<file path="src/txn_ctrl_consts.svh">
// Register offsets, field positions, codes and timing counts for transaction control
`ifndef TXN_CTRL_CONSTS_SVH
`define TXN_CTRL_CONSTS_SVH

// ----------------------------------------------------------------
// Register offsets
// ----------------------------------------------------------------
`define REG_STATE_STATUS   6'h02
`define REG_RETRY_CFG      6'h2C

// ----------------------------------------------------------------
// Field positions and reset values
// ----------------------------------------------------------------
`define CMD_MSB            4
`define RESULT_LSB         5
`define RETRY_LSB          4
`define RETRY_CFG_RESET    8'h30

// ----------------------------------------------------------------
// State command codes
// ----------------------------------------------------------------
`define CMD_NOP            5'h00
`define CMD_TX_START       5'h02
`define CMD_RX_LISTEN      5'h06
`define CMD_PLL_ON         5'h09
`define CMD_AACK_ON        5'h16
`define CMD_ARET_ON        5'h19

// ----------------------------------------------------------------
// State readback codes
// ----------------------------------------------------------------
`define STS_RX_LISTEN      5'h06
`define STS_PLL_ON         5'h09
`define STS_AACK_ON        5'h16
`define STS_ARET_IDLE      5'h19
`define STS_ARET_BUSY      5'h12

// ----------------------------------------------------------------
// Transaction results
// ----------------------------------------------------------------
`define RES_SUCCESS        3'h0
`define RES_NO_ACK         3'h5

// ----------------------------------------------------------------
// Frame fields
// ----------------------------------------------------------------
`define FT_BEACON          3'h0
`define FT_DATA            3'h1
`define FT_COMMAND         3'h3
`define AM_EXTENDED        2'h3
`define BROADCAST          16'hFFFF

// ----------------------------------------------------------------
// Timing
// ----------------------------------------------------------------
`define CLK_HZ             50000000
`define SYMBOL_NS          16000
`define SYMBOL_CYCLES      ((`SYMBOL_NS * (`CLK_HZ / 1000000)) / 1000)
`define ACK_WAIT_SYMBOLS   46
`define LATE_END_SYMBOLS   2

`endif

</file>
<file path="src/txn_ctrl_pkg.sv">
// Types shared by the transaction control block
package txn_ctrl_pkg;

  typedef enum logic [2:0] {
    ST_PLL_ON    = 3'b000,
    ST_RX_LISTEN = 3'b001,
    ST_AACK      = 3'b010,
    ST_ARET_IDLE = 3'b011,
    ST_ARET_TX   = 3'b100,
    ST_ARET_WAIT = 3'b101,
    ST_ARET_END  = 3'b110
  } ctrlState_e;

  typedef struct packed {
    logic [2:0]  frameType;
    logic        ackRequest;
    logic [1:0]  dstAddrMode;
    logic [15:0] dstPan;
    logic [15:0] dstShort;
    logic        dstLongMatch;
  } rxHeader_s;

  typedef struct packed {
    logic        upload;
    logic        sendAck;
  } filterResult_s;

endpackage : txn_ctrl_pkg

</file>
<file path="src/symbol_tick.sv">
// Symbol-rate enable divider, restarted whenever it is not running
`include "txn_ctrl_consts.svh"

module symbol_tick
  import txn_ctrl_pkg::*;
(
  input  wire logic clk_sys,
  input  wire logic resetSync_n,
  input  wire logic run,
  output logic      tick
);

  localparam logic [15:0] LAST = 16'(`SYMBOL_CYCLES - 1);

  logic [15:0] count;

  assign tick = run && (count == LAST);

  always_ff @(posedge clk_sys or negedge resetSync_n) begin
    if (!resetSync_n) begin
      count <= 16'h0000;
    end else if (!run || tick) begin
      count <= 16'h0000;
    end else begin
      count <= count + 16'h0001;
    end
  end

endmodule : symbol_tick

</file>
<file path="src/frame_filter.sv">
// Upload and acknowledge decision for a frame received in auto-acknowledge mode
`include "txn_ctrl_consts.svh"

module frame_filter
  import txn_ctrl_pkg::*;
(
  input  rxHeader_s     header,
  input  wire logic [15:0] ownPan,
  input  wire logic [15:0] ownShort,
  output filterResult_s result
);

  wire isData    = header.frameType == `FT_DATA;
  wire isCommand = header.frameType == `FT_COMMAND;
  wire isBeacon  = header.frameType == `FT_BEACON;
  wire bcastAddr = header.dstShort == `BROADCAST;
  wire bcastPan  = header.dstPan == `BROADCAST;
  wire extMode   = header.dstAddrMode == `AM_EXTENDED;
  wire panOk     = bcastPan || (header.dstPan == ownPan);
  wire addrOk    = extMode ? header.dstLongMatch : (bcastAddr || header.dstShort == ownShort);
  wire dataOk    = (isData || isCommand) && panOk && addrOk;
  // Broadcast PAN with long addressing is lost, so orphan scans need basic mode
  wire dropExt   = (isData || isCommand) && bcastPan && extMode;                  // RULE_02
  // Beacons vanish while our own PAN is still unassigned
  wire dropBeacon = isBeacon && (ownPan == `BROADCAST);                           // RULE_03

  assign result.upload  = (dataOk && !dropExt) || (isBeacon && !dropBeacon);
  // Broadcast data with acknowledge request is still answered
  assign result.sendAck = dataOk && header.ackRequest;                            // RULE_01

endmodule : frame_filter

</file>
<file path="src/txn_ctrl.sv">
// Extended-mode transaction control: auto-acknowledge, auto-retry and channel assessment
//
// Summary of operation
// RULE_01: Auto-acknowledge acknowledges broadcast data frames that request acknowledgment.
// RULE_02: Auto-acknowledge drops data/command frames with broadcast PAN and long address.
// RULE_03: Auto-acknowledge drops beacons while own PAN identifier is broadcast.
// RULE_04: Preamble at acknowledge-wait end finishes at once, interrupt, result stays success.
// RULE_05: Maximum retry count zero means no retransmissions.
// RULE_06: Transmit frame stays buffered; a repeat needs only another transmit start.
// RULE_07: Receive-listen command during busy retry is deferred until busy ends.
// RULE_08: Deferred receive-listen catches late frame and keeps result at no-acknowledge.
// RULE_09: Acknowledge wait lasts 46 symbols.
// RULE_10: End interrupt may come late when retransmissions happened.
// RULE_11: Assessment request may be dropped; done flag then shows in progress.
// RULE_12: Host reaches assessment via pll-on, receive-listen, then immediate request.
// RULE_13: Host follows the documented auto-retry command and polling order.
// RULE_14: Continuous-wave interference may raise receive-start interrupts and block frames.
// RULE_15: Host sends only compliant frames, no broadcast data asking acknowledgment.
// RULE_16: Host uses basic mode for orphan and network scans.
`include "txn_ctrl_consts.svh"

module txn_ctrl
  import txn_ctrl_pkg::*;
(
  input  wire logic        clk_sys,
  input  wire logic        reset_n,
  // Register access from the serial interface
  input  wire logic        regWrite,
  input  wire logic        regRead,
  input  wire logic [5:0]  regAddr,
  input  wire logic [7:0]  regWdata,
  output logic [7:0]       regRdata,
  // Own addressing
  input  wire logic [15:0] ownPan,
  input  wire logic [15:0] ownShort,
  // Receiver events
  input  wire logic        preambleDetect,
  input  wire logic        rxFrameValid,
  input  rxHeader_s        rxHeader,
  input  wire logic        ackFrameValid,
  // Transmitter
  input  wire logic        txAckRequest,
  input  wire logic        txDone,
  output logic             txStart,
  output logic             ackStart,
  output logic             frameUpload,
  // Channel assessment
  input  wire logic        ccaRequest,
  input  wire logic        ccaFinished,
  output logic             ccaStart,
  output logic             ccaDone,
  // Interrupts
  output logic             trxEndIrq,
  output logic             rxStartIrq
);

  // ----------------------------------------------------------------
  // Reset release
  // ----------------------------------------------------------------
  logic       resetMeta_n;
  logic       resetSync_n;

  always_ff @(posedge clk_sys or negedge reset_n) begin
    if (!reset_n) begin
      resetMeta_n <= 1'b0;
      resetSync_n <= 1'b0;
    end else begin
      resetMeta_n <= 1'b1;
      resetSync_n <= resetMeta_n;
    end
  end

  // ----------------------------------------------------------------
  // Registers and command decode
  // ----------------------------------------------------------------
  ctrlState_e state;
  ctrlState_e next_state;
  logic [2:0] result;
  logic [7:0] retryCfg;
  logic [3:0] retriesDone;
  logic       pendingRx;
  logic [5:0] waitSymbols;
  logic [1:0] lateSymbols;
  logic       preambleSeen;
  logic       ccaArmed;
  logic [4:0] stateCode;

  wire        hitStatus  = regAddr == `REG_STATE_STATUS;
  wire        hitRetry   = regAddr == `REG_RETRY_CFG;
  wire        cmdWrite   = regWrite && hitStatus;
  wire [4:0]  cmd        = regWdata[`CMD_MSB:0];
  wire [3:0]  maxRetries = retryCfg[7:`RETRY_LSB];
  wire        busy       = state == ST_ARET_TX || state == ST_ARET_WAIT || state == ST_ARET_END;
  wire        listening  = state == ST_RX_LISTEN || state == ST_AACK || state == ST_ARET_WAIT;

  always_comb begin
    case (state)
      ST_PLL_ON:    stateCode = `STS_PLL_ON;
      ST_RX_LISTEN: stateCode = `STS_RX_LISTEN;
      ST_AACK:      stateCode = `STS_AACK_ON;
      ST_ARET_IDLE: stateCode = `STS_ARET_IDLE;
      default:      stateCode = `STS_ARET_BUSY;
    endcase
  end

  wire [7:0]  readValue = hitStatus ? {result, stateCode} :
                          hitRetry  ? retryCfg : 8'h00;

  always_ff @(posedge clk_sys or negedge resetSync_n) begin
    if (!resetSync_n) begin
      regRdata <= 8'h00;
      retryCfg <= `RETRY_CFG_RESET;
    end else begin
      if (regRead) begin
        regRdata <= readValue;
      end
      if (regWrite && hitRetry) begin
        retryCfg <= regWdata;
      end
    end
  end

  // ----------------------------------------------------------------
  // Symbol timing
  // ----------------------------------------------------------------
  wire        symTick;
  wire        symRun = state == ST_ARET_WAIT || state == ST_ARET_END;

  symbol_tick u_symbolTick (
    .clk_sys     (clk_sys),
    .resetSync_n (resetSync_n),
    .run         (symRun),
    .tick        (symTick)
  );

  wire        waitEnd = symTick && (waitSymbols == 6'(`ACK_WAIT_SYMBOLS - 1));  // RULE_09
  // Retransmissions stretch the end of the procedure by a few symbols
  wire        lateDone = (retriesDone == 4'h0) ||
                         (symTick && lateSymbols == 2'(`LATE_END_SYMBOLS - 1)); // RULE_10
  wire        canRetry = retriesDone < maxRetries;                              // RULE_05

  // ----------------------------------------------------------------
  // Frame filter
  // ----------------------------------------------------------------
  filterResult_s filt;

  frame_filter u_frameFilter (
    .header   (rxHeader),
    .ownPan   (ownPan),
    .ownShort (ownShort),
    .result   (filt)
  );

  // ----------------------------------------------------------------
  // State sequencing
  // ----------------------------------------------------------------
  always_comb begin
    next_state = state;
    case (state)
      ST_PLL_ON, ST_RX_LISTEN, ST_AACK, ST_ARET_IDLE: begin
        if (cmdWrite) begin
          case (cmd)
            `CMD_PLL_ON:    next_state = ST_PLL_ON;
            `CMD_RX_LISTEN: next_state = ST_RX_LISTEN;
            `CMD_AACK_ON:   next_state = ST_AACK;
            `CMD_ARET_ON:   next_state = ST_ARET_IDLE;
            `CMD_TX_START:  next_state = (state == ST_ARET_IDLE) ? ST_ARET_TX : state;
            default:        next_state = state;
          endcase
        end
      end
      ST_ARET_TX: begin
        if (txDone) begin
          next_state = txAckRequest ? ST_ARET_WAIT : ST_ARET_END;
        end
      end
      ST_ARET_WAIT: begin
        if (ackFrameValid) begin
          next_state = ST_ARET_END;
        end else if (waitEnd) begin
          // A preamble seen any time in the wait ends the procedure at the deadline
          if (preambleSeen || !canRetry) begin                                 // RULE_04
            next_state = ST_ARET_END;
          end else begin
            next_state = ST_ARET_TX;
          end
        end
      end
      ST_ARET_END: begin
        if (lateDone) begin
          next_state = pendingRx ? ST_RX_LISTEN : ST_ARET_IDLE;                // RULE_07
        end
      end
      default: next_state = ST_PLL_ON;
    endcase
  end

  wire        enterTx   = next_state == ST_ARET_TX && state != ST_ARET_TX;
  wire        startTxn  = state == ST_ARET_IDLE && next_state == ST_ARET_TX;
  wire        retryNow  = state == ST_ARET_WAIT && next_state == ST_ARET_TX;
  wire        noAckEnd  = state == ST_ARET_WAIT && waitEnd && !ackFrameValid &&
                          (!preambleSeen || pendingRx);                         // RULE_08
  wire        endNow    = state == ST_ARET_END && lateDone;
  wire        enterRx   = next_state == ST_RX_LISTEN && state != ST_RX_LISTEN;
  wire        aackFrame = state == ST_AACK && rxFrameValid;

  always_ff @(posedge clk_sys or negedge resetSync_n) begin
    if (!resetSync_n) begin
      state <= ST_PLL_ON;
    end else begin
      state <= next_state;
    end
  end

  // ----------------------------------------------------------------
  // Auto-retry bookkeeping
  // ----------------------------------------------------------------
  always_ff @(posedge clk_sys or negedge resetSync_n) begin
    if (!resetSync_n) begin
      result       <= `RES_SUCCESS;
      retriesDone  <= 4'h0;
      pendingRx    <= 1'b0;
      waitSymbols  <= 6'h00;
      lateSymbols  <= 2'h0;
      preambleSeen <= 1'b0;
    end else begin
      if (startTxn) begin
        result      <= `RES_SUCCESS;
        retriesDone <= 4'h0;
      end else if (retryNow) begin
        retriesDone <= retriesDone + 4'h1;                                     // RULE_05
      end
      if (noAckEnd) begin
        result <= `RES_NO_ACK;                                                 // RULE_08
      end
      if (busy && cmdWrite && cmd == `CMD_RX_LISTEN) begin
        pendingRx <= 1'b1;                                                     // RULE_07
      end else if (endNow) begin
        pendingRx <= 1'b0;
      end
      if (state != ST_ARET_WAIT) begin
        waitSymbols <= 6'h00;
      end else if (symTick) begin
        waitSymbols <= waitSymbols + 6'h01;
      end
      if (state != ST_ARET_END) begin
        lateSymbols <= 2'h0;
      end else if (symTick) begin
        lateSymbols <= lateSymbols + 2'h1;
      end
      if (state != ST_ARET_WAIT) begin
        preambleSeen <= 1'b0;
      end else if (preambleDetect) begin
        preambleSeen <= 1'b1;
      end
    end
  end

  // ----------------------------------------------------------------
  // Strobes to the radio and interrupts
  // ----------------------------------------------------------------
  logic preamblePrev;

  always_ff @(posedge clk_sys or negedge resetSync_n) begin
    if (!resetSync_n) begin
      txStart      <= 1'b0;
      ackStart     <= 1'b0;
      frameUpload  <= 1'b0;
      trxEndIrq    <= 1'b0;
      rxStartIrq   <= 1'b0;
      preamblePrev <= 1'b0;
    end else begin
      // Frame buffer is never invalidated, so a repeat sends the same bytes
      txStart      <= enterTx;                                                 // RULE_06
      ackStart     <= aackFrame && filt.sendAck;                               // RULE_01
      frameUpload  <= aackFrame ? filt.upload : (state == ST_RX_LISTEN && rxFrameValid);
      trxEndIrq    <= endNow || aackFrame;                                     // RULE_04
      preamblePrev <= preambleDetect;
      // Any in-band carrier, wanted or not, looks like a frame start
      rxStartIrq   <= listening && preambleDetect && !preamblePrev;            // RULE_14
    end
  end

  // ----------------------------------------------------------------
  // Channel assessment
  // ----------------------------------------------------------------
  wire        ccaAccept = state == ST_RX_LISTEN && ccaRequest && ccaArmed;

  always_ff @(posedge clk_sys or negedge resetSync_n) begin
    if (!resetSync_n) begin
      ccaArmed <= 1'b0;
      ccaStart <= 1'b0;
      ccaDone  <= 1'b1;
    end else begin
      ccaStart <= ccaAccept;
      // Only the first request after entering listen is honoured
      if (enterRx) begin
        ccaArmed <= 1'b1;
      end else if (ccaRequest) begin
        ccaArmed <= 1'b0;
      end
      if (ccaFinished) begin
        ccaDone <= 1'b1;
      end else if (ccaRequest) begin
        ccaDone <= 1'b0;                                                       // RULE_11
      end
    end
  end

endmodule : txn_ctrl

</file>
<file path="config.mk">
export PLATFORM = sky130hd
export DESIGN_NAME = txn_ctrl
export DESIGN_NICKNAME = d
export VERILOG_FILES = /design/src/txn_ctrl_pkg.sv /design/src/symbol_tick.sv /design/src/frame_filter.sv /design/src/txn_ctrl.sv
export VERILOG_INCLUDE_DIRS = /design/src
export SDC_FILE = /design/constraint.sdc
export NUM_CORES = 1
export LEC_CHECK = 0
export BUFFER_PORTS_ARGS = -buffer_cell sky130_fd_sc_hd__buf_2
export CAP_MARGIN = 0
export CORE_AREA = 2 2 113 115
export DETAILED_ROUTE_END_ITERATION = 10
export DIE_AREA = 0 0 115 117
export PLACE_DENSITY = 0.61
export SLEW_MARGIN = 5
export SYNTH_ARGS = -nofsm -noshare
export SYNTH_HDL_FRONTEND = slang
export SYNTH_SLANG_ARGS = --single-unit
</file>
<file path="constraint.sdc">
create_clock -name clk_sys -period 1.8 [get_ports clk_sys]
set_input_delay 0.09 -clock clk_sys [delete_from_list [all_inputs] [get_ports clk_sys]]
set_output_delay 0.09 -clock clk_sys [all_outputs]
set_load 0.03 [all_outputs]
</file>
---- After elaboration in Yosys (flattened, before gate mapping) ----
Index checks and enable logic that the tools add are counted.
cells by class
  $add $sub $neg .......................... 4
  multipliers ............................. 0
  divide/modulo/power cells ............... 0
  $lt $le $gt $ge ......................... 1
  equal/unequal tests ..................... 30
  shift-type cells ........................ 0
  multiplexer cells ....................... 32
  bitwise logic cells ..................... 0
  reduce and logical (&&, ||, !) cells .... 63
operators with widths
  kind                                                                      number
  16-bit equality test (second input constant)                              3
  16-bit equality test                                                      2
  1-bit logical AND                                                         30
  3-bit two-way mux                                                         8
  5-bit case mux with 4 select lines                                        1
  16-bit by 1-bit adder with 16-bit output (second input constant)          1
  16-bit by 10-bit equality test with 1-bit output (second input constant)  1
  16-bit two-way mux                                                        1
  8-bit two-way mux                                                         2
  2-bit nonzero test                                                        8
  3-bit case mux with 5 select lines                                        1
  1-bit logical OR                                                          14
  3-bit equality test (second input constant)                               4
  6-bit equality test (second input constant)                               2
  6-bit two-way mux                                                         2
  3-bit case mux with 4 select lines                                        1
  5-bit equality test (second input constant)                               2
  2-bit two-way mux                                                         5
  3-bit by 1-bit equality test with 1-bit output (second input constant)    3
  3-bit by 2-bit equality test with 1-bit output (second input constant)    3
  1-bit two-way mux                                                         9
  3-bit != test (second input constant)                                     3
  4-bit two-way mux                                                         2
  1-bit zero test                                                           7
  14 further kinds                                                          15
storage, ports and cells
  bits in registers ....................... 63
  bits in latches ......................... 0
  bits in writable memories ............... 0
  ROM bits ................................ 0
  output and inout bits ................... 15
  memories kept ........................... 0

---- Depth between registers and ports, before layout ----
  word-level depth ........................ 11
  mapped depth ............................ 9
  mapped depth without buffers ............ 9

---- Cells and area by module ----
A second synthesis with hierarchy kept.
second synthesis, totals
  cells, all modules ...................... 379
  area total of the unflattened synthesis .. 3711.1 um2
by module, submodules not included
  module        times used  cells an instance  area each (um2)
  txn_ctrl      1           232                2363.5
  symbol_tick   1           82                 842.1
  frame_filter  1           65                 505.5

---- Worst setup path after synthesis ----
Ideal clock, no wire load.
  kind .................................... reg2reg
  start ................................... register u_symbolTick.count[6]
  end ..................................... register retriesDone[0]
  setup time .............................. 74 ps
  arrival time ............................ 2524 ps
  data required time ...................... 1726 ps
  slack ................................... -798 ps
  stages on the path, launching flop included .. 8
  path buffers ............................ 0
  clock period less this slack ............ 2598 ps
  path through ............................ dfrtp_1 > or4_4 > nor4_4 > and4b_1 > or3_2 > nand3_4 > or4_1 > o21ai_2
on the way
  word-level cells in the longest chain between the ends .. 9
  elaborated cells on any way between the ends .. 14
  those cells by class .................... 2 x eq/ne; 5 x mux; 7 x reduce/logical
RTL lines
  what                                                     RTL line                          text
  start: declaration                                       symbol_tick.sv:15                 logic [15:0] count;
  start signal: assignment                                 symbol_tick.sv:25                 count <= count + 16'h0001;
  16-bit by 10-bit equality test with 1-bit output (*)     symbol_tick.sv:17                 assign tick = run && (count == LAST);
  1-bit logical AND (*)                                    symbol_tick.sv:17
  1-bit logical AND (on tied branches)                     txn_ctrl.sv:136, txn_ctrl.sv:139
  3-bit two-way mux or 1-bit logical OR (tied branches)    txn_ctrl.sv:180, txn_ctrl.sv:138
  3-bit two-way mux (on tied branches)                     txn_ctrl.sv:178, txn_ctrl.sv:190
  3-bit case mux with 4 select lines (*)                   txn_ctrl.sv:159                   case (state)
  named net next_state[0]                                  txn_ctrl.sv:77                    ctrlState_e next_state;
  3-bit equality test (*)                                  txn_ctrl.sv:199, txn_ctrl.sv:200
  1-bit logical AND (on tied branches)                     txn_ctrl.sv:199, txn_ctrl.sv:200
  4-bit two-way mux or 2-bit nonzero test (tied branches)  -
  end signal: assignment                                   txn_ctrl.sv:231                   retriesDone <= retriesDone + 4'h1;
  end: declaration                                         txn_ctrl.sv:80                    logic [3:0] retriesDone;
The timed path passes the listed nets; every way through them passes the cells marked *.
A chain may end at the register's enable or synchronous reset.

---- Final worst setup path ----
  start ................................... register u_symbolTick.count[10]
  end ..................................... register retriesDone[0]
The elaborated chain is that of the path after synthesis.

==> reports/results.tsv <==
metric	value	unit
status	finished with violations	
violations	negative setup slack	
wl	10110	um
dp_cells	692	
critical_path_buf_inv_count	0	
drtPass1Iterations	4	
synthesis.nets	477	
switching_share	0.2512	
ff2ff_setup_slack	-0.52	ns
grt_setup_unrepaired	yes	
numPortBuffers	110	
drv_cap	0	
avgSynthCellArea	9.636	sq um
holdPathStages	2	
worstPathRequired	2.05	ns
path_common_cell	or4_4	
grt_pass1_vias	3426	
nets	673	
ios	111	
critPathLaunch	u_symbolTick.count[10]	
antenna_cells	0	
antenna_found_initial	0	
die_w	115	um
viasPerCell	4.852	
ys_seq_area_frac	0.4269	
tritoncts	yes	
cp_data_arrival_time	2.57	ns
seqPwrFrac	0.399	
synth_top_area_frac	0.4049	
setup_tns	-5.644	ns
start_kind	flip-flop	
p_comb_frac	0.142	
area_delta_synth_final	49.95	%
gp_congestion	0.8115	
synth_most_common_cell	dfrtp_1	
initial_core_util	0.2912	
hold_violations	0	
post-route-period-util	1.291	
crit_fanout	6	
slowest_delay	0.57	ns
pre_cts_ws	-0.6017	ns
p_int	2749	uW
rr_endpoint	retriesDone[0]	
grtUsageTotal	0.1471	
rows	41	
synth.distinct_cells	57	
p_leak	0.002428	uW
post_drt_wl_per_cell	13.99	um
slowest_stage	or4_4	
overflow	0	
clk_latency	0.33	ns
worst_slew_pin_slew	0.6637	ns
reg2reg_from	u_symbolTick.count[10]	
drive_gt1_frac	0.4241	
post-route-drc-count	0	
vdd_drop_max	0.4080	mV
hold_path.class	in2reg	
p_per_area	682.9	nW/um^2
hp-start	regWdata[7]	
ys.warnings.count	0	
synth.area.top_cells	dfrtp_1 (40%), xnor2_1 (9.3%), nor2_1 (4.9%)	
reg2regPathDepth	7	
die_h	117	um
max_clock_freq	0.4303	GHz
synthCells	372	
cts_buffers	9	
whs_endpoint	retryCfg[7]	
finalSetupViolCount	35	
layoutNonFillerInstCount	723	
critical_path.top_delay_family	simple AND/OR/NAND/NOR gates	
final_max_slew_viol_count	0	
slew-limit-headroom	0.5576	
ant_nets	0	
fillers	1173	
worstSetupPathType	reg2reg	
ys_async_sr_fraction	1.000	
core-area	12310	sq um
h-tree-depth	3	
clock_sinks	61	
power_switching	922.2	uW
ys.flop_type	dfrtp_1	
multi_input_area	2047	sq um
path_cells	or4_4, nor4_4, and4b_1, or3_2, nand3_4, or4_4, o21ai_2	
finalClockSkew	0.008115	ns
cts_root_buffer	clkbuf_16	
grt_pass1_wl	15640	um
clkPwrFrac	0.459	
num_vias	3508	
min_period	2.324	ns
post-dp-hpwl	7607	um
register_area	1531	sq um
clk_pin_slew	0.05	ns
grt_max_degree	28	
end_kind	flip-flop	
drt-initial-drc-count	113	
synth-edff-count	0	
clockBufferDepth	2	
synth-seq-cells	61	
finalWorstSetupSlack	-0.5237	ns
post-synth-top-area-cell	dfrtp_1	
synthTopCellsByCount	dfrtp_1 (58), nor2_1 (47), xnor2_1 (38)	
synth_area	3585	sq um
die-area	13460	sq um
[per-layer routing]
metal  vias up  share of wire  track usage
li1       1731              -            -
met1      1650           0.44       0.1855
met2       112           0.49       0.2482
met3        15          0.056      0.03708
met4         0          0.014      0.04819
met5         -              0            0
[repair_timing]
item / 4_1_cts / 5_1_grt
buffers inserted: 4 / 5
gates cloned: 0 / 1
pin swaps: 6 / 6
gates resized for setup: 12 / 13
hold buffers: 6 / 0
setup endpoints to repair: 32 / 34
hold endpoints to repair: 8 / 0
[flip-flops by register name (all words and copies together) (netlist names), 2 cells and up]
name and flops:
retryCfg 8, state 3, regRdata 8, u_symbolTick.count 16, retriesDone 4, lateSymbols 2
waitSymbols 6
[layout by cell type (no fill, tap or decap), drive strengths merged, types with 4 or more instances in the layout]
| cell type | instances |
|---|---|
| buf | 186 |
| dfrtp | 58 |
| nor2 | 47 |
| xnor2 | 38 |
| nand4 | 27 |
| nand2 | 24 |
| inv | 19 |
| xor2 | 14 |
| nand3 | 13 |
| o21ai | 13 |
| a21oi | 10 |
| clkbuf | 10 |
| mux2 | 9 |
| ha | 9 |
| nor4 | 9 |
| nor2b | 6 |
| dlygate4sd3 | 6 |
| nor3 | 6 |
| clkinv | 5 |
| and3 | 4 |
| a22oi | 4 |
[final cells by class]
type                       instances  area share
tap                              150     0.03492
clock buffer                       9     0.04190
clock inverter                     7     0.01234
inverter                          19     0.01327
sequential                        61      0.2849
timing repair buffer             193      0.2318
multi-input combinational        284      0.3808
[cells by family after synthesis]
kind of cell               synth area share
buffers and inverters               0.02827
and+or+nand+nor                      0.2517
other                              0.001046
xor gates and xnor gates             0.1271
AOI/OAI and AO/OA                    0.1054
DFF                                  0.4269
adders and majority gates           0.03141
muxes                               0.02827
[worst register-to-register path: stages (launching register included)]
cell and delay, ns:
dfrtp_1 0.37, or4_4 0.57, nor4_4 0.19, and4b_1 0.28, or3_2 0.15, nand3_4 0.10, or4_4 0.50, o21ai_2 0.07
[power by group through the flow]
stage	Combinational (uW)	Clock, uW	Sequential (uW)
floorplan	193	0	1520
global placement	490	0	1490
detailed placement	501	0	1490
CTS	520	1730	1460
global route	574	1790	1470
finish	521	1690	1460
[through the flow]
step                      hold WS, ns  cell area, sq um    util  power (uW)
after floorplan               -0.2056              3611       -        1715
after global placement        -0.1249              4835  0.3927        1976
after detailed placement      -0.1218              4835  0.3927        1988
after CTS                    0.002178              5263  0.4274        3710
after global routing         0.002270              5375  0.4366        3836
final                        0.009131              5375  0.4366        3671
[worst max path at each step]
stage,end,slack [ns],cells past startpoint
floorplan,retriesDone[0],-0.64,7
global route,retriesDone[3],-0.59,8
detailed placement,retriesDone[1],-0.60,7
finish,retriesDone[0],-0.52,7
global placement,retriesDone[1],-0.56,7
CTS,retriesDone[0],-0.48,7
No activity file was read; power rests on OpenSTA's default activity.
